===== config.mk =====
export PLATFORM = sky130hd
export DESIGN_NAME = ssa_core
export DESIGN_NICKNAME = d
export VERILOG_FILES = /design/src/hdl/ssa_pkg.sv /design/src/hdl/ssa_agen_if.sv /design/src/hdl/ssa_core.sv /design/src/hdl/ssa_agen.sv
export VERILOG_INCLUDE_DIRS = /design/src /design/src/hdl
export SDC_FILE = /design/constraint.sdc
export NUM_CORES = 1
export LEC_CHECK = 0
export BUFFER_PORTS_ARGS = -buffer_cell sky130_fd_sc_hd__buf_2
export CORE_ASPECT_RATIO = 0.9
export CORE_MARGIN = 2
export CORE_UTILIZATION = 40
export DETAILED_ROUTE_END_ITERATION = 10
export PLACE_DENSITY = 0.61
export SLEW_MARGIN = 20
export SYNTH_ARGS = -nofsm -noshare
export SYNTH_HDL_FRONTEND = slang
export SYNTH_HIERARCHICAL = 1
export SYNTH_SLANG_ARGS = --single-unit

===== constraint.sdc =====
create_clock -name clk_sys -period 6.67 [get_ports clk_sys]
set_input_delay 1.0005 -clock clk_sys [delete_from_list [all_inputs] [get_ports clk_sys]]
set_output_delay 1.0005 -clock clk_sys [all_outputs]
set_load 0.02 [all_outputs]

===== src/hdl/ssa_map.svh =====
// Register offsets, field positions, reset values and address limits of the stack block.
// Included by the package user modules; definitions only.
`ifndef SSA_MAP_SVH
`define SSA_MAP_SVH
`define SSA_OFF_STATUS 16'h0042
`define SSA_OFF_CORCTL 16'h0044
`define SSA_OFF_SP 16'h001e
`define SSA_OFF_FP 16'h001c
`define SSA_OFF_W0 16'h0000
`define SSA_RST_STATUS 16'h0000
`define SSA_RST_CORCTL 16'h0020
`define SSA_RST_SP 16'h1000
`define SSA_CORCTL_SFA_BIT 2
`define SSA_NEAR_LIMIT 16'h2000
`define SSA_LIT5_W 5
`define SSA_LIT10_W 10
`endif


===== src/hdl/ssa_pkg.sv =====
// Types shared by the stack and addressing block.
// Assumes ssa_map.svh holds every numeric constant.
package ssa_pkg;
    typedef enum logic [2:0]
    {
        SSA_AM_DIRECT = 3'h0,
        SSA_AM_INDIRECT = 3'h1,
        SSA_AM_POST = 3'h2,
        SSA_AM_PRE = 3'h3,
        SSA_AM_LIT5 = 3'h4,
        SSA_AM_LIT10 = 3'h5
    } ssa_mode_e;
    typedef enum logic [1:0]
    {
        SSA_INS_FILE = 2'h0,
        SSA_INS_MOVE = 2'h1,
        SSA_INS_MUL = 2'h2,
        SSA_INS_THREE = 2'h3
    } ssa_class_e;
    typedef enum logic [5:0]
    {
        SSA_ST_IDLE = 6'h01,
        SSA_ST_PUSH_LO = 6'h02,
        SSA_ST_PUSH_HI = 6'h04,
        SSA_ST_POP_HI = 6'h08,
        SSA_ST_POP_LO = 6'h10,
        SSA_ST_DONE = 6'h20
    } ssa_state_e;
endpackage


===== src/hdl/ssa_agen_if.sv =====
// Carrier between the stack core and its operand address generator.
// Assumes both ends run on the same clock.
interface ssa_agen_if;
    import ssa_pkg::*;
    logic [1:0] op_class;
    logic [2:0] mode;
    logic [12:0] file_addr;
    logic [15:0] implied_work_alias_val;
    logic [15:0] full_addr;
    logic [9:0] literal;
    logic [15:0] ea;
    logic [15:0] implied_work_alias_next;
    logic implied_work_alias_upd;
    logic is_lit;
    logic illegal;
    modport core (output op_class, mode, file_addr, implied_work_alias_val, full_addr, literal,
        input ea, implied_work_alias_next, implied_work_alias_upd, is_lit, illegal);
    modport agen (input op_class, mode, file_addr, implied_work_alias_val, full_addr, literal,
        output ea, implied_work_alias_next, implied_work_alias_upd, is_lit, illegal);
endinterface


===== src/hdl/ssa_core.sv =====
// Stack pointer, frame pointer and status handling of a 16-bit core, with its
// operand address front end. Assumes one clock and a data memory that takes a
// write or read in the cycle its strobe is high and returns read data next cycle.
//
// Behaviour
// - Stack pointer auto-updated on exceptions, calls, returns; still read/written as register.
// - Stack pointer bit zero always reads zero.
// - Stack pointer resets to 0x1000.
// - Software may move the stack pointer to any even address; later stack use follows it.
// - Pointer addresses first free word; push writes then increments, pop decrements then reads.
// - Program counter low word pushed first, then bits 22 to 16.
// - Call pushes upper program counter bits zero-extended.
// - Exception merges status low byte into the upper pushed word.
// - Stack accesses never paged; 16-bit address range only.
// - Frame pointer, when enabled, likewise unpaged and 16-bit only.
// - File-register instructions use 13-bit direct addresses in near data space.
// - File-register ops imply working register zero; destination file or it, multiply aside.
// - Move instruction reaches all of data space.
// - Three-operand: first source register direct; second register, memory or 5-bit literal.
// - Modes: direct, indirect, post-modify, pre-modify, 5- or 10-bit literal.
module ssa_core
    import ssa_pkg::*;
(
    // Clock and reset
    input wire logic clk_sys,
    input wire logic rst,
    // Register port
    input wire logic [15:0] reg_addr,
    input wire logic [15:0] reg_wdata,
    input wire logic reg_wr,
    input wire logic reg_rd,
    output logic [15:0] reg_rdata,
    // Stack requests from the sequencer
    input wire logic call_req,
    input wire logic exc_req,
    input wire logic ret_req,
    input wire logic retfie_req,
    input wire logic [22:0] pc_in,
    output logic stk_busy,
    output logic stk_done,
    output logic [22:0] pc_out,
    output logic pc_out_valid,
    // Paging request for frame pointer accesses
    input wire logic fp_access,
    output logic fp_unpaged,
    // Operand request from decode
    input wire logic [1:0] op_class,
    input wire logic [2:0] op_mode,
    input wire logic [12:0] op_file_addr,
    input wire logic [15:0] op_full_addr,
    input wire logic [9:0] op_literal,
    input wire logic op_dest_file,
    input wire logic op_valid,
    output logic [15:0] op_ea,
    output logic op_is_lit,
    output logic op_illegal,
    output logic op_dest_implied_work_alias,
    output logic op_wb_direct,
    // Data memory
    output logic mem_wr,
    output logic mem_rd,
    output logic [15:0] mem_addr,
    output logic [15:0] mem_wdata,
    output logic mem_paged,
    input wire logic [15:0] mem_rdata
);
    `include "ssa_map.svh"

    logic [15:0] stack_pointer_reg;
    logic [15:0] frame_pointer_reg;
    logic [15:0] default_work_reg;
    logic [15:0] cpu_status_reg;
    logic [15:0] core_control_reg;
    ssa_state_e state;
    logic is_exc;
    logic is_retfie;
    logic is_pop;
    logic [22:0] pc_hold;
    logic [15:0] pop_hi;
    logic [15:0] sp_step;
    logic sp_auto;
    logic frame_pointer_active;

    ssa_agen_if ag_bus ();

    ssa_agen u_agen
    (
        .ag(ag_bus)
    );

    assign frame_pointer_active = core_control_reg[`SSA_CORCTL_SFA_BIT];
    assign ag_bus.op_class = op_class;
    assign ag_bus.mode = op_mode;
    assign ag_bus.file_addr = op_file_addr;
    assign ag_bus.full_addr = op_full_addr;
    assign ag_bus.literal = op_literal;
    // File-register forms work against the implied register; three-operand forms use it as base.
    assign ag_bus.implied_work_alias_val = default_work_reg;

    // Stack state machine: one word moves per cycle.
    always_ff @(posedge clk_sys or posedge rst)
    begin
        if (rst)
        begin
            state <= SSA_ST_IDLE;
            is_exc <= 1'b0;
            is_retfie <= 1'b0;
            is_pop <= 1'b0;
            pc_hold <= 23'h000000;
            pop_hi <= 16'h0000;
        end
        else
        begin
            case (state)
                SSA_ST_IDLE:
                begin
                    if (call_req || exc_req)
                    begin
                        state <= SSA_ST_PUSH_LO;
                        is_exc <= exc_req;
                        is_retfie <= 1'b0;
                        is_pop <= 1'b0;
                        pc_hold <= pc_in;
                    end
                    else if (ret_req || retfie_req)
                    begin
                        state <= SSA_ST_POP_HI;
                        is_retfie <= retfie_req;
                        is_pop <= 1'b1;
                    end
                end
                SSA_ST_PUSH_LO: state <= SSA_ST_PUSH_HI;
                SSA_ST_PUSH_HI: state <= SSA_ST_DONE;
                SSA_ST_POP_HI: state <= SSA_ST_POP_LO;
                SSA_ST_POP_LO:
                begin
                    pop_hi <= mem_rdata;
                    state <= SSA_ST_DONE;
                end
                SSA_ST_DONE: state <= SSA_ST_IDLE;
                default: state <= SSA_ST_IDLE;
            endcase
        end
    end

    // Memory strobes and stack words, taken from the pointer without paging.
    always_comb
    begin
        mem_wr = 1'b0;
        mem_rd = 1'b0;
        mem_addr = 16'h0000;
        mem_wdata = 16'h0000;
        sp_step = stack_pointer_reg;
        sp_auto = 1'b0;
        case (state)
            SSA_ST_PUSH_LO:
            begin
                mem_wr = 1'b1;
                mem_addr = stack_pointer_reg;
                mem_wdata = pc_hold[15:0];
                sp_step = stack_pointer_reg + 16'h0002;
                sp_auto = 1'b1;
            end
            SSA_ST_PUSH_HI:
            begin
                mem_wr = 1'b1;
                mem_addr = stack_pointer_reg;
                if (is_exc)
                begin
                    mem_wdata = {cpu_status_reg[7:0], 1'b0, pc_hold[22:16]};
                end
                else
                begin
                    mem_wdata = {9'h000, pc_hold[22:16]};
                end
                sp_step = stack_pointer_reg + 16'h0002;
                sp_auto = 1'b1;
            end
            SSA_ST_POP_HI:
            begin
                mem_rd = 1'b1;
                mem_addr = stack_pointer_reg - 16'h0002;
                sp_step = stack_pointer_reg - 16'h0002;
                sp_auto = 1'b1;
            end
            SSA_ST_POP_LO:
            begin
                mem_rd = 1'b1;
                mem_addr = stack_pointer_reg - 16'h0002;
                sp_step = stack_pointer_reg - 16'h0002;
                sp_auto = 1'b1;
            end
            default:
            begin
                mem_wr = 1'b0;
            end
        endcase
    end

    // Stack accesses are never paged; frame pointer accesses are unpaged only when enabled in the core control register.
    assign mem_paged = 1'b0;
    assign fp_unpaged = fp_access && frame_pointer_active;
    assign stk_busy = (state != SSA_ST_IDLE);

    // Stack pointer: automatic steps have priority over a software write.
    always_ff @(posedge clk_sys or posedge rst)
    begin
        if (rst)
        begin
            stack_pointer_reg <= `SSA_RST_SP;
        end
        else if (sp_auto)
        begin
            stack_pointer_reg <= {sp_step[15:1], 1'b0};
        end
        else if (reg_wr && (reg_addr == `SSA_OFF_SP))
        begin
            stack_pointer_reg <= {reg_wdata[15:1], 1'b0};
        end
    end

    always_ff @(posedge clk_sys or posedge rst)
    begin
        if (rst)
        begin
            frame_pointer_reg <= 16'h0000;
        end
        else if (reg_wr && (reg_addr == `SSA_OFF_FP))
        begin
            frame_pointer_reg <= reg_wdata;
        end
    end

    // Implied working register also takes post/pre modify write-back.
    always_ff @(posedge clk_sys or posedge rst)
    begin
        if (rst)
        begin
            default_work_reg <= 16'h0000;
        end
        else if (reg_wr && (reg_addr == `SSA_OFF_W0))
        begin
            default_work_reg <= reg_wdata;
        end
        else if (op_valid && ag_bus.implied_work_alias_upd && !ag_bus.illegal)
        begin
            default_work_reg <= ag_bus.implied_work_alias_next;
        end
    end

    // Exception return restores the saved status byte.
    always_ff @(posedge clk_sys or posedge rst)
    begin
        if (rst)
        begin
            cpu_status_reg <= `SSA_RST_STATUS;
        end
        else if (state == SSA_ST_DONE && is_pop && is_retfie)
        begin
            cpu_status_reg <= {cpu_status_reg[15:8], pop_hi[15:8]};
        end
        else if (reg_wr && (reg_addr == `SSA_OFF_STATUS))
        begin
            cpu_status_reg <= reg_wdata;
        end
    end

    always_ff @(posedge clk_sys or posedge rst)
    begin
        if (rst)
        begin
            core_control_reg <= `SSA_RST_CORCTL;
        end
        else if (reg_wr && (reg_addr == `SSA_OFF_CORCTL))
        begin
            core_control_reg <= reg_wdata;
        end
    end

    // The lower popped word only arrives in the done state, so a pop answers one
    // cycle later than a push does.
    always_ff @(posedge clk_sys or posedge rst)
    begin
        if (rst)
        begin
            stk_done <= 1'b0;
            pc_out <= 23'h000000;
            pc_out_valid <= 1'b0;
        end
        else
        begin
            stk_done <= (state == SSA_ST_PUSH_HI) || ((state == SSA_ST_DONE) && is_pop);
            pc_out_valid <= (state == SSA_ST_DONE) && is_pop;
            if ((state == SSA_ST_DONE) && is_pop)
            begin
                pc_out <= {pop_hi[6:0], mem_rdata};
            end
        end
    end

    // Operand answers are registered one cycle after the request.
    always_ff @(posedge clk_sys or posedge rst)
    begin
        if (rst)
        begin
            op_ea <= 16'h0000;
            op_is_lit <= 1'b0;
            op_illegal <= 1'b0;
            op_dest_implied_work_alias <= 1'b0;
            op_wb_direct <= 1'b0;
        end
        else if (op_valid)
        begin
            op_ea <= ag_bus.ea;
            op_is_lit <= ag_bus.is_lit;
            op_illegal <= ag_bus.illegal;
            op_dest_implied_work_alias <= (op_class == SSA_INS_FILE) && !op_dest_file;
            op_wb_direct <= (op_class == SSA_INS_THREE);
        end
    end

    // Register read port: data one cycle after the read strobe.
    always_ff @(posedge clk_sys or posedge rst)
    begin
        if (rst)
        begin
            reg_rdata <= 16'h0000;
        end
        else if (reg_rd)
        begin
            case (reg_addr)
                `SSA_OFF_SP: reg_rdata <= stack_pointer_reg;
                `SSA_OFF_FP: reg_rdata <= frame_pointer_reg;
                `SSA_OFF_W0: reg_rdata <= default_work_reg;
                `SSA_OFF_STATUS: reg_rdata <= cpu_status_reg;
                `SSA_OFF_CORCTL: reg_rdata <= core_control_reg;
                default: reg_rdata <= 16'h0000;
            endcase
        end
    end
endmodule


===== src/hdl/ssa_agen.sv =====
// Operand address generator: file-register, move and three-operand modes.
// Assumes a word-sized post/pre modify step of two bytes.
module ssa_agen
    import ssa_pkg::*;
(
    // Request and answer
    ssa_agen_if.agen ag
);
    `include "ssa_map.svh"
    localparam logic [15:0] STEP = 16'h0002;
    ssa_mode_e m;
    ssa_class_e c;
    always_comb
    begin
        m = ssa_mode_e'(ag.mode);
        c = ssa_class_e'(ag.op_class);
        ag.ea = 16'h0000;
        ag.implied_work_alias_next = ag.implied_work_alias_val;
        ag.implied_work_alias_upd = 1'b0;
        ag.is_lit = 1'b0;
        ag.illegal = 1'b0;
        case (c)
            SSA_INS_FILE, SSA_INS_MUL:
                ag.ea = {3'h0, ag.file_addr};
            SSA_INS_MOVE:
                ag.ea = ag.full_addr;
            SSA_INS_THREE:
            begin
                case (m)
                    SSA_AM_DIRECT: ag.ea = ag.implied_work_alias_val;
                    SSA_AM_INDIRECT: ag.ea = ag.implied_work_alias_val;
                    SSA_AM_POST:
                    begin
                        ag.ea = ag.implied_work_alias_val;
                        ag.implied_work_alias_next = ag.implied_work_alias_val + STEP;
                        ag.implied_work_alias_upd = 1'b1;
                    end
                    SSA_AM_PRE:
                    begin
                        ag.ea = ag.implied_work_alias_val - STEP;
                        ag.implied_work_alias_next = ag.implied_work_alias_val - STEP;
                        ag.implied_work_alias_upd = 1'b1;
                    end
                    SSA_AM_LIT5:
                    begin
                        ag.ea = {11'h000, ag.literal[`SSA_LIT5_W-1:0]};
                        ag.is_lit = 1'b1;
                    end
                    SSA_AM_LIT10:
                    begin
                        ag.ea = {6'h00, ag.literal};
                        ag.is_lit = 1'b1;
                    end
                    default: ag.illegal = 1'b1;
                endcase
            end
            default: ag.illegal = 1'b1;
        endcase
        // Only three-operand forms accept every mode; others are flagged outside direct mode.
        if ((c != SSA_INS_THREE) && (m != SSA_AM_DIRECT))
        begin
            ag.illegal = 1'b1;
        end
    end
endmodule


# After elaboration in Yosys (flattened, before gate mapping)
# Index checks and enable logic that the tools add are counted.
# word_totals
input_bits	126
register_bits	189
output_inout_bits	98
# classes
addsub	4
bitwise	1
n_reduce_logical	41
eq_ne	22
n_mux	32
# op_table
op	n
case mux 16 bit (2 select lines)	4
two-way mux 16 bit	6
case mux 16 bit (5 select lines)	1
case mux 16 bit (4 select lines)	1
case mux 16 bit (3 select lines)	1
adder 16 x 2 -> 16 bit, second input constant	2
== test 16 x 5 -> 1 bit, second input constant	2
== test 16 x 7 -> 1 bit, second input constant	2
subtractor 16 x 2 -> 16 bit, second input constant	2
case mux 6 bit (4 select lines)	1
logical NOT 16 bit	1
two-way mux 8 bit	2
two-way mux 1 bit	14
logical AND 1 bit	12
two-way mux 6 bit	2
OR reduction 2 bit	6
nonzero test 2 bit	5
AND reduction 2 bit	4
== test 3 x 2 -> 1 bit, second input constant	2
== test 3 bit, second input constant	2
== test 6 x 1 -> 1 bit, second input constant	1
== test 6 x 2 -> 1 bit, second input constant	1
== test 6 x 3 -> 1 bit, second input constant	1
== test 6 x 4 -> 1 bit, second input constant	1
other kinds (18)	24

# Depth between registers and ports, before layout
# Gate-level depths: netlist (run 1).
# depth
depth_word	9
depth_mapped	10
ltp_nobuf	9

# Modules after synthesis
# Netlist (run 1), hierarchy kept.
# by_module_without_submodules
mod	n_inst	area_each_um2	cells_per_inst
ssa_core	1	8792.2	754
ssa_agen	1	1412.6	230

# Worst setup path before layout (run 1)
# No wires, ideal clock.
# synth_path
kind	reg2out
from	reg state[2]
to	out mem_addr[13]
t_arrival_ns	2.438
path_stages_with_launch	8
setup_slack_ns	3.231
t_required_ns	5.669
path_cell_list	dfrtp_1 -> nor4_1 -> nand2_1 -> inv_1 -> buf_2 -> buf_2 -> nand3_1 -> o21ai_0
# synth_between
elab_chain_len	3
# synth_rtl
element	line_no	rtl
start, declared	ssa_core.sv:74	ssa_state_e state;
start signal, assigned	ssa_core.sv:105	state <= SSA_ST_IDLE;
start signal, assigned	ssa_core.sv:119	state <= SSA_ST_PUSH_LO;
start signal, assigned	ssa_core.sv:127	state <= SSA_ST_POP_HI;
== test 6 x 5 -> 1 bit, or another cell as far along	ssa_core.sv:155	case (state)
OR reduction 2 bit (no line)	n/a	
case mux 16 bit (2 select lines) (*)	ssa_core.sv:155	
end, declared	ssa_core.sv:62	output logic [15:0] mem_addr,
# Mark *: on every way between the ends. The rest lies on a longest branch, timed or not.

# Worst setup path in the final report (run 1)
# layout_path
from	reg state[2]
to	out mem_addr[15]
# Same word-level chain as after synthesis.

==> results.ini, run 1 <==
[run_status]
outcome=completed

[global_routing]
grt_overflow=0
grt_use_met3_pct=5.403
grt_pass1_wl_microns=46580
antenna_found_initial=4
grt_util_met2_pct=35.60
grt_busiest_layer=met2
grt_pass1_vias=8458
grt_max_degree=112
grt_use_total_pct=22.22
grt.met1_usage_pct=30.12

[synthesis]
avgSynthCellArea_sq_um=10.37
synthArstFlopShare_pct=100.0
synthTopCellsByCount=184 x dfrtp_1, 122 x mux2_2, 66 x nor2_1
synth-seq-cells=187
yosysTopAreaCellShare_pct=45.12
syn_inst=984
synthTopCellsByArea=dfrtp_1 45%, mux2_2 13%, mux2i_1 3.3%
post-synth-top-count-cell=dfrtp_1
yosysSeqAreaShare_pct=45.89
synthFlopType=dfrtp_1
synth_edf_count=0
ys_types=73
yosysWarnings=6
yosysTopAreaCell=dfrtp_1
syn-cell-area_sq_um=10200

[clocking]
cts_max_level=4
postCtsSetupBuffers=0
cts.clk_slew.worst_paths_ns=0.08
cts_root_buf=clkbuf_16
cts_resized=0
cts_made_buffers=17
cts_tree=yes
clk_path_buf_depth=2
cts_sinks=187
insertion_delay_ns=0.45
hold_buffers=0

[sta]
period_minus_slack_ns=4.688
slew_viol_final=0
maxSlewHeadroom_pct=25.52
period_share_pct=70.28
fin_ws_ns=1.982
finalSetupViolCount=0
worstMarginPinSlew_ns=1.113
skew_ns=0.01139
hold_violations=0
fmax_ghz=0.2133
rsz0062_at_grt=no
tns_ns=0

[floorplan]
rows=55
initial_core_util_pct=40.63
pin_count=224
die_h_microns=155.5
die_x_microns=172.4
placeableCoreArea_sq_um=25120
die_area_sq_um=26810

[routing]
dr.first_iter.drc_count=743
wl_microns=29040
routedWlPerCell_microns=19.06
ant_nets=0
drtPass1Iterations=7
vias=8603
drcViolationCount=0
via_per_inst=5.645

[final_layout]
fin_nets=1295
final_layout_size_suffix_gt1_share_pct=35.40
design_area_sq_um=12180
syn_to_final_growth_pct=19.34
fill_cells=2398
reg.largest.list=pc_hold (23), pc_out (23)

[worst_setup_path]
cp-startpoint=state[2]
worst-setup-path-type=reg2out
timing.rr.start=state[2]
crit_path_max_fanout=21
worstPathArrival_ns=3.69
reg2reg_depth=6
startpoint_type=flop
end_kind=output pin
regToRegSetupSlack_ns=3.35
crit_required_ns=5.67
r2r-end=stack_pointer_reg[13]

[power_and_ir_drop]
switching_share_pct=37.58
seqPwrFrac_pct=41.9
p_comb_share_pct=29.3
intPower_uw=2400
irDropWorstVdd_mv=0.1631
cellPowerDensity_nw_per_um2=315.8
clockPowerShare_pct=28.8
p_leak_uw=0.005823
p_switching_uw=1445

[min_path]
hold_class=reg2reg
min_path_cells=1
min-delay-start=op_ea[1]
hold_path_end=op_ea[1]

[placed_design]
dp_hpwl_microns=20740
preCtsSetupSlack_ns=2.568
gp_congestion=0.8565
placed_area_sq_um=11500
io_buffers=221

[flow_run]
cap_violations=0

[how the worst max path moves through the flow]
stage	slack, ns	end
2_1_floorplan	0.59	ag_bus.implied_work_alias_val[0]
3_3_place_gp	2.73	mem_addr[15]
3_5_place_dp	2.57	mem_addr[15]
4_1_cts	2.06	mem_addr[15]
5_1_grt	1.68	mem_addr[15]
6_report	1.98	mem_addr[15]
[metal layers]
metal	vias up	wire (microns)
met4	2	537
met5	-	13
met2	283	13780
met3	41	1831
li1	4015	-
met1	4262	12880
[through the flow]
stage                     power [uW]  hold WS [ns]  instances  utilization (%)
after floorplan                 2380        0.4567        985                -
after global placement          2735        0.4821       1488            45.80
after detailed placement        2758        0.4859       1488            45.80
after CTS                       3872        0.5070       1520            48.44
after global routing            4065        0.5178       1522            48.46
final                           3845        0.5058       1524            48.48
[area by class of cell]
| type | count | area [sq um] | share of cell area, % |
|---|---|---|---|
| flip-flops and latches | 187 | 4683 | 38.46 |
| repair buffers | 232 | 1189 | 9.761 |
| well taps | 342 | 427.9 | 3.514 |
| clock inverters | 15 | 239.0 | 1.962 |
| clock buffers | 17 | 425.4 | 3.493 |
| diodes | 4 | 10.01 | 0.08219 |
| inverters | 21 | 86.33 | 0.7089 |
| multi-input cells | 706 | 5117 | 42.02 |
[power groups by stage]
stage / sequential (uW) / combinational (uW) / clock (uW)
floorplan: 1570 / 812 / 0
global placement: 1620 / 1120 / 0
detailed placement: 1630 / 1130 / 0
CTS: 1610 / 1130 / 1130
global route: 1640 / 1240 / 1180
finish: 1610 / 1130 / 1110
[worst max-delay path, cell delays in order, from the launching register on]
cell and delay (ns):
dfrtp_1 0.45, nor4_1 0.83, nand2_1 0.62, inv_1 0.68, nand3_1 0.22, o21ai_0 0.23, buf_2 0.21
[logic make-up after synthesis]
group / Yosys count / share of synthesized area [%]
other: 1 / 0.03675
multiplexers: 156 / 16.80
AO/OA/AOI/OAI: 229 / 15.19
adder cells (fa/ha/maj): 4 / 0.4905
buffers and inverters: 92 / 4.144
AND/OR/NAND/NOR: 288 / 15.13
flip-flops: 187 / 45.89
XOR/XNOR: 27 / 2.317
[cell usage in the layout (no fill, tap or decap), drive strengths merged, types with 7 or more instances in the layout]
cell    netlist  routed
inv          21      30
a221oi       12      12
nor4         17      17
a222oi       12      12
buf          21     232
clkbuf       50      17
nor3         15      15
mux2i        34      34
a22o         17      17
or4           7       7
nor2         66      66
mux2        122     122
nand3        36      36
dfrtp       184     184
or3           9       9
nand2b        8       8
o211ai        8       8
o21ai        56      56
a21oi        49      49
nor2b        15      15
nand2        65      65
a22oi        17      17
nand3b        7       7
xor2         16      16
a31oi        17      17
nand4        14      14
xnor2        11      11
(Power assumes the default switching activity.)
==> inputs of run 2 (changes only) <==
Settings changed: PLACE_DENSITY 0.61 to 0.63.
Clock period 6.67 ns to 4.15 ns, I/O delays scaled along.
==> run 2 against run 1 <==
Wire length fell by 0.83%. First-iteration DRC count is 12% lower. Clock power rose by 60%. Combinational power grew 62%. Final area up 0.58%. Sequential share of layout area down 0.22 points. Via count increased by 1.2%. Worst hold slack got worse by 0.29 ns. Setup slack worse by 1.2 ns. Utilization up 0.28 points. Critical endpoint is now mem_addr[5]. Largest cell class unchanged.
==> results.ini, run 2 (same netlist as run 1, synthesis figures left out) <==
[run_status]
outcome=completed

[placed_design]
dp_cells=1494  ; +0.40%
placed_area_sq_um=11560  ; +0.47%
dp_hpwl_microns=20860  ; +0.60%
io_buffers=221  ; unchanged
gp_congestion=0.8139  ; -5.0%

[clocking]
clk_path_buf_depth=2  ; unchanged
cts_sinks=187  ; unchanged
cts_root_buf=clkbuf_16
hold_buffers=0  ; unchanged
cts_resized=0  ; unchanged
cts_max_level=4  ; unchanged
cts_tree=yes
cts_made_buffers=17  ; unchanged
postCtsSetupBuffers=0  ; unchanged
cts.clk_slew.worst_paths_ns=0.09  ; about the same
insertion_delay_ns=0.45  ; about the same

[floorplan]
initial_core_util_pct=40.63  ; unchanged
die_area_sq_um=26810  ; unchanged
die_h_microns=155.5  ; unchanged
pin_count=224  ; unchanged
placeableCoreArea_sq_um=25120  ; unchanged
die_x_microns=172.4  ; unchanged
rows=55  ; unchanged

[worst_setup_path]
crit_required_ns=3.53  ; -2.14 ns
regToRegSetupSlack_ns=1.33  ; -2.02 ns
end_kind=output pin
worst-setup-path-type=reg2out
crit_path_max_fanout=17  ; -19%
startpoint_type=flop
worstPathArrival_ns=2.77  ; -0.92 ns

[sta]
fmax_ghz=0.2950
slew_viol_final=0  ; unchanged
maxSlewHeadroom_pct=34.93  ; +9.4 points
worstMarginPinSlew_ns=0.9671  ; -0.1460 ns
rsz0062_at_grt=no
period_share_pct=81.68
finalSetupViolCount=0  ; unchanged
period_minus_slack_ns=3.390
hold_violations=0  ; unchanged
skew_ns=0.01312  ; +0.001735 ns
tns_ns=0  ; unchanged

[routing]
dr.first_iter.drc_count=653  ; -12%
drtPass1Iterations=9  ; +2
routedWlPerCell_microns=18.85  ; -1.1%
ant_nets=0  ; unchanged
wl_microns=28800  ; -0.83%
drcViolationCount=0  ; unchanged
via_per_inst=5.698  ; +0.94%
vias=8707  ; +1.2%

[power_and_ir_drop]
p_leak_uw=0.005862  ; +0.66%
power.total_uw=6193  ; +61%
cellPowerDensity_nw_per_um2=505.6  ; +60%
irDropWorstVdd_mv=0.3848  ; +140%

[global_routing]
grt_use_total_pct=22.07  ; -0.15 points
antenna_found_initial=1  ; -3
grt_pass1_wl_microns=46430  ; -0.31%
grt_pass1_vias=8677  ; +2.6%
grt_max_degree=188  ; +68%
grt_overflow=0  ; unchanged

[final_layout]
design_area_sq_um=12250  ; +0.58%
final_cells=1528  ; +0.26%
mostFrequentLayoutCell=buf_2
final_cell_mix=221 x buf_2, 184 x dfrtp_1, 122 x mux2_2, 66 x nor2_1, 65 x nand2_1
fill_cells=2400  ; +0.083%
final_layout_size_suffix_gt1_share_pct=35.78  ; +0.38 points
syn_to_final_growth_pct=20.02
fin_nets=1302  ; +0.54%
reg.largest.list=pc_hold (23), pc_out (23)

[flow_run]
cap_violations=0  ; unchanged

[min_path]
hold_class=in2async

[run 2: routing by layer]
metal  global-route usage [%]  wire length, microns  share of wire (%)  vias up
met4                    5.882                   320                1.1        2
met1                    29.80                 12520                 43     4362
li1                         -                     -                  -     4018
met5                        0                    12              0.042        -
met2                    35.81                 13920                 48      298
met3                    5.048                  2033                7.1       27
[run 2: per-stage QoR]
step                      worst slack, ns  hold WS (ns)  util [%]
final                              0.7604        0.2168     48.76
after global routing               0.4067        0.2452     48.75
after CTS                          0.7553        0.3787     48.64
after detailed placement            1.221        0.4876     46.01
after global placement              1.295        0.4810     46.01
after floorplan                     1.089        0.4567         -
[run 2: final cells by class]
cell class | instances | area, sq um | area share (%)
multi-input cells | 706 | 5117 | 41.78
flip-flops and latches | 187 | 4683 | 38.24
repair buffers | 239 | 1274 | 10.40
well taps | 342 | 427.9 | 3.494
clock buffers | 17 | 425.4 | 3.473
clock inverters | 15 | 235.2 | 1.921
inverters | 21 | 82.58 | 0.6742
diodes | 1 | 2.502 | 0.02043
[run 2: where the power goes]
| part | switching, uW | internal (uW) | total [uW] |
|---|---|---|---|
| sequential | 377 | 2210 | 2590 |
| clock | 913 | 862 | 1780 |
| combinational | 1030 | 798 | 1830 |
| total | 2320 | 3870 | 6190 |
[run 2: worst paths after layout]
| check | startpoint | cells past startpoint | to |
|---|---|---|---|
| max in group asynchronous | rst | 4 | ag_bus.implied_work_alias_val[14] |
| hold / removal | rst | 3 | pc_hold[6] |
| setup / recovery | state[3] | 6 | mem_addr[5] |
| min in group clk_sys | pc_in[22] | 2 | pc_hold[22] |
| hold reg to reg | op_ea[0] | 1 | op_ea[0] |
| setup reg to reg | state[3] | 6 | cpu_status_reg[11] |
[run 2: worst max-delay path, cell delays in order (launching register included)]
cell and delay (ns):
dfrtp_1 0.45, nor4_1 0.48, nand2_1 0.47, inv_1 0.46, o21ai_0 0.14, o21ai_0 0.11, buf_2 0.20
==> inputs of run 3 (changes only) <==
Settings changed: PLACE_DENSITY 0.63 to 0.61.
Clock period 4.15 ns to 3.15 ns, I/O delays scaled along.
==> run 3 against run 2 <==
Clock skew about the same. Register-to-register slack got worse by 0.86 ns. Sequential power rose by 31%. Utilization up 0.57 points. Setup slack got worse by 0.58 ns. Combinational power is 34% higher. Largest power group unchanged. Highest routed layer unchanged.
==> results.ini, run 3 (same netlist as run 1, synthesis figures left out) <==
[power_and_ir_drop]
p_leak_uw=0.005943  ; +1.4%
irDropWorstVdd_mv=0.4134  ; +7.4%
cellPowerDensity_nw_per_um2=658.8  ; +30%

[sta]
tns_ns=0  ; unchanged
skew_ns=0.01351  ; +0.0003890 ns
slew_viol_final=0  ; unchanged
finalSetupViolCount=0  ; unchanged
hold_violations=0  ; unchanged
fmax_ghz=0.3373
maxSlewHeadroom_pct=37.35  ; +2.4 points
period_minus_slack_ns=2.965
rsz0062_at_grt=no
worstMarginPinSlew_ns=0.9378  ; -0.02939 ns
hold-worst-slack_ns=0.2088  ; -0.007971 ns
period_share_pct=94.12

[min_path]
hold_class=in2async

[worst_setup_path]
worst-setup-path-type=reg2out
worstPathArrival_ns=2.49  ; -0.28 ns
end_kind=output pin
crit_required_ns=2.68  ; -0.85 ns
startpoint_type=flop
crit_buf_inv=1  ; -1
crit_family=simple AND/OR/NAND/NOR gates
critPathMostFrequentCell=a31oi_1
cp_slowest_cell=or4_1
path_cells=or4_1, nor4_4, a31oi_1, a31oi_1, buf_2
crit_path_max_incr_delay_ns=0.63  ; +0.15 ns
crit_path_max_fanout=13  ; -4

[clocking]
cts_root_buf=clkbuf_16
cts_tree=yes
clk_path_buf_depth=2  ; unchanged
cts_max_level=4  ; unchanged
cts.clk_slew.worst_paths_ns=0.09  ; about the same
postCtsSetupBuffers=0  ; unchanged
cts_sinks=187  ; unchanged
cts_made_buffers=17  ; unchanged
insertion_delay_ns=0.45  ; about the same

[floorplan]
die_x_microns=172.4  ; unchanged
placeableCoreArea_sq_um=25120  ; unchanged
initial_core_util_pct=40.63  ; unchanged
rows=55  ; unchanged
die_h_microns=155.5  ; unchanged
pin_count=224  ; unchanged
die_area_sq_um=26810  ; unchanged

[final_layout]
utilization_pct=49.34  ; +0.57 points
fill_cells=2383  ; -0.71%
multi_input_area_sq_um=5131  ; +0.27%
design_area_sq_um=12390  ; +1.2%
num_antenna_cells=0  ; -1
final_cell_mix=221 x buf_2, 183 x dfrtp_1, 122 x mux2_2, 66 x nor2_1, 65 x nand2_1
syn_to_final_growth_pct=21.43
reg.largest.list=pc_hold (23), pc_out (23)
mostFrequentLayoutCell=buf_2
fin_nets=1322  ; +1.5%
final_layout_size_suffix_gt1_share_pct=37.18  ; +1.4 points
final_cells=1547  ; +1.2%
seqCellArea_sq_um=4684  ; about the same

[routing]
ant_nets=0  ; unchanged
dr.first_iter.drc_count=752  ; +15%
drcViolationCount=0  ; unchanged
routedWlPerCell_microns=18.88  ; +0.17%
via_per_inst=5.642  ; -0.99%
wl_microns=29210  ; +1.4%
drtPass1Iterations=6  ; -3
vias=8728  ; +0.24%

[placed_design]
placed_area_sq_um=11720  ; +1.4%
gp_congestion=0.8280  ; +1.7%
io_buffers=221  ; unchanged
dp_hpwl_microns=21320  ; +2.2%
dp_cells=1515  ; +1.4%

[flow_run]
cap_violations=0  ; unchanged

[global_routing]
grt_max_degree=52  ; -72%
grt_overflow=0  ; unchanged
grt_pass1_wl_microns=46820  ; +0.85%
grt_pass1_vias=8656  ; -0.24%
grt_use_total_pct=22.42  ; +0.34 points
antenna_found_initial=2  ; +1

[run_status]
outcome=completed

[run 3: cell types whose count changed in the layout (fill, tap and decap cells not counted), sizes merged]
cell / before / now
buf: 239 / 259
clkinv: 6 / 4
clkinvlp: 1 / 2
diode: 1 / 0
inv: 29 / 30
[run 3: routing by layer]
metal  wire length (microns)  up-vias  GRT usage (%)  part of all wire (%)
met4                     303        4          5.202                   1.0
met1                   12630     4352          30.29                    43
met2                   14190      290          36.06                    49
met5                      22        -              0                 0.075
li1                        -     4056              -                     -
met3                    2060       26          5.936                   7.1
[run 3: layout make-up]
type / instances / share of cell area, %
clock inverters: 15 / 1.777
well taps: 342 / 3.453
repair buffers: 259 / 11.43
multi-input cells: 706 / 41.41
flip-flops and latches: 187 / 37.80
clock buffers: 17 / 3.433
inverters: 21 / 0.6967
[run 3: path summary, 6_finish.rpt]
kind | slack [ns] | startpoint | end | cells past startpoint
setup / recovery | 0.19 | stack_pointer_reg[4] | mem_addr[14] | 5
hold / removal | 0.21 | rst | op_ea[0] | 2
setup reg to reg | 0.47 | ag_bus.implied_work_alias_val[1] | op_ea[9] | 8
hold reg to reg | 0.50 | pc_hold[7] | pc_hold[7] | 1
max in group asynchronous | 2.11 | rst | core_control_reg[5] | 3
min in group clk_sys | 0.25 | mem_rdata[7] | pc_out[7] | 2
[run 3: metrics by stage]
stage	power [uW]	setup WS [ns]
2_1_floorplan	5041	0.2394
3_3_place_gp	5842	0.5646
3_5_place_dp	5890	0.4792
4_1_cts	8216	0.07824
5_1_grt	8644	0.01998
6_report	8164	0.1854
[run 3: worst reg2reg max path, delay by kind of cell, from the launching register on]
family	cells	cell delay (ns)
adders and majority gates	1	0.21
AOI/OAI and AO/OA	2	0.35
muxes	1	0.26
buffers and inverters	1	0.17
and+or+nand+nor	2	0.94
DFF	1	0.50
xor gates and xnor gates	1	0.14
[run 3: what timing repair did]
item | 4_1_cts | 5_1_grt
resized for setup | 0 | 6
hold buffers | 0 | 0
setup endpoints to repair | 0 | 5
[run 3: report_power, final]
part	switching (uW)	internal (uW)	leakage [uW]
sequential	485	2910	0.00238
clock	1180	1130	0.000312
combinational	1380	1080	0.00325
total	3040	5120	0.00594
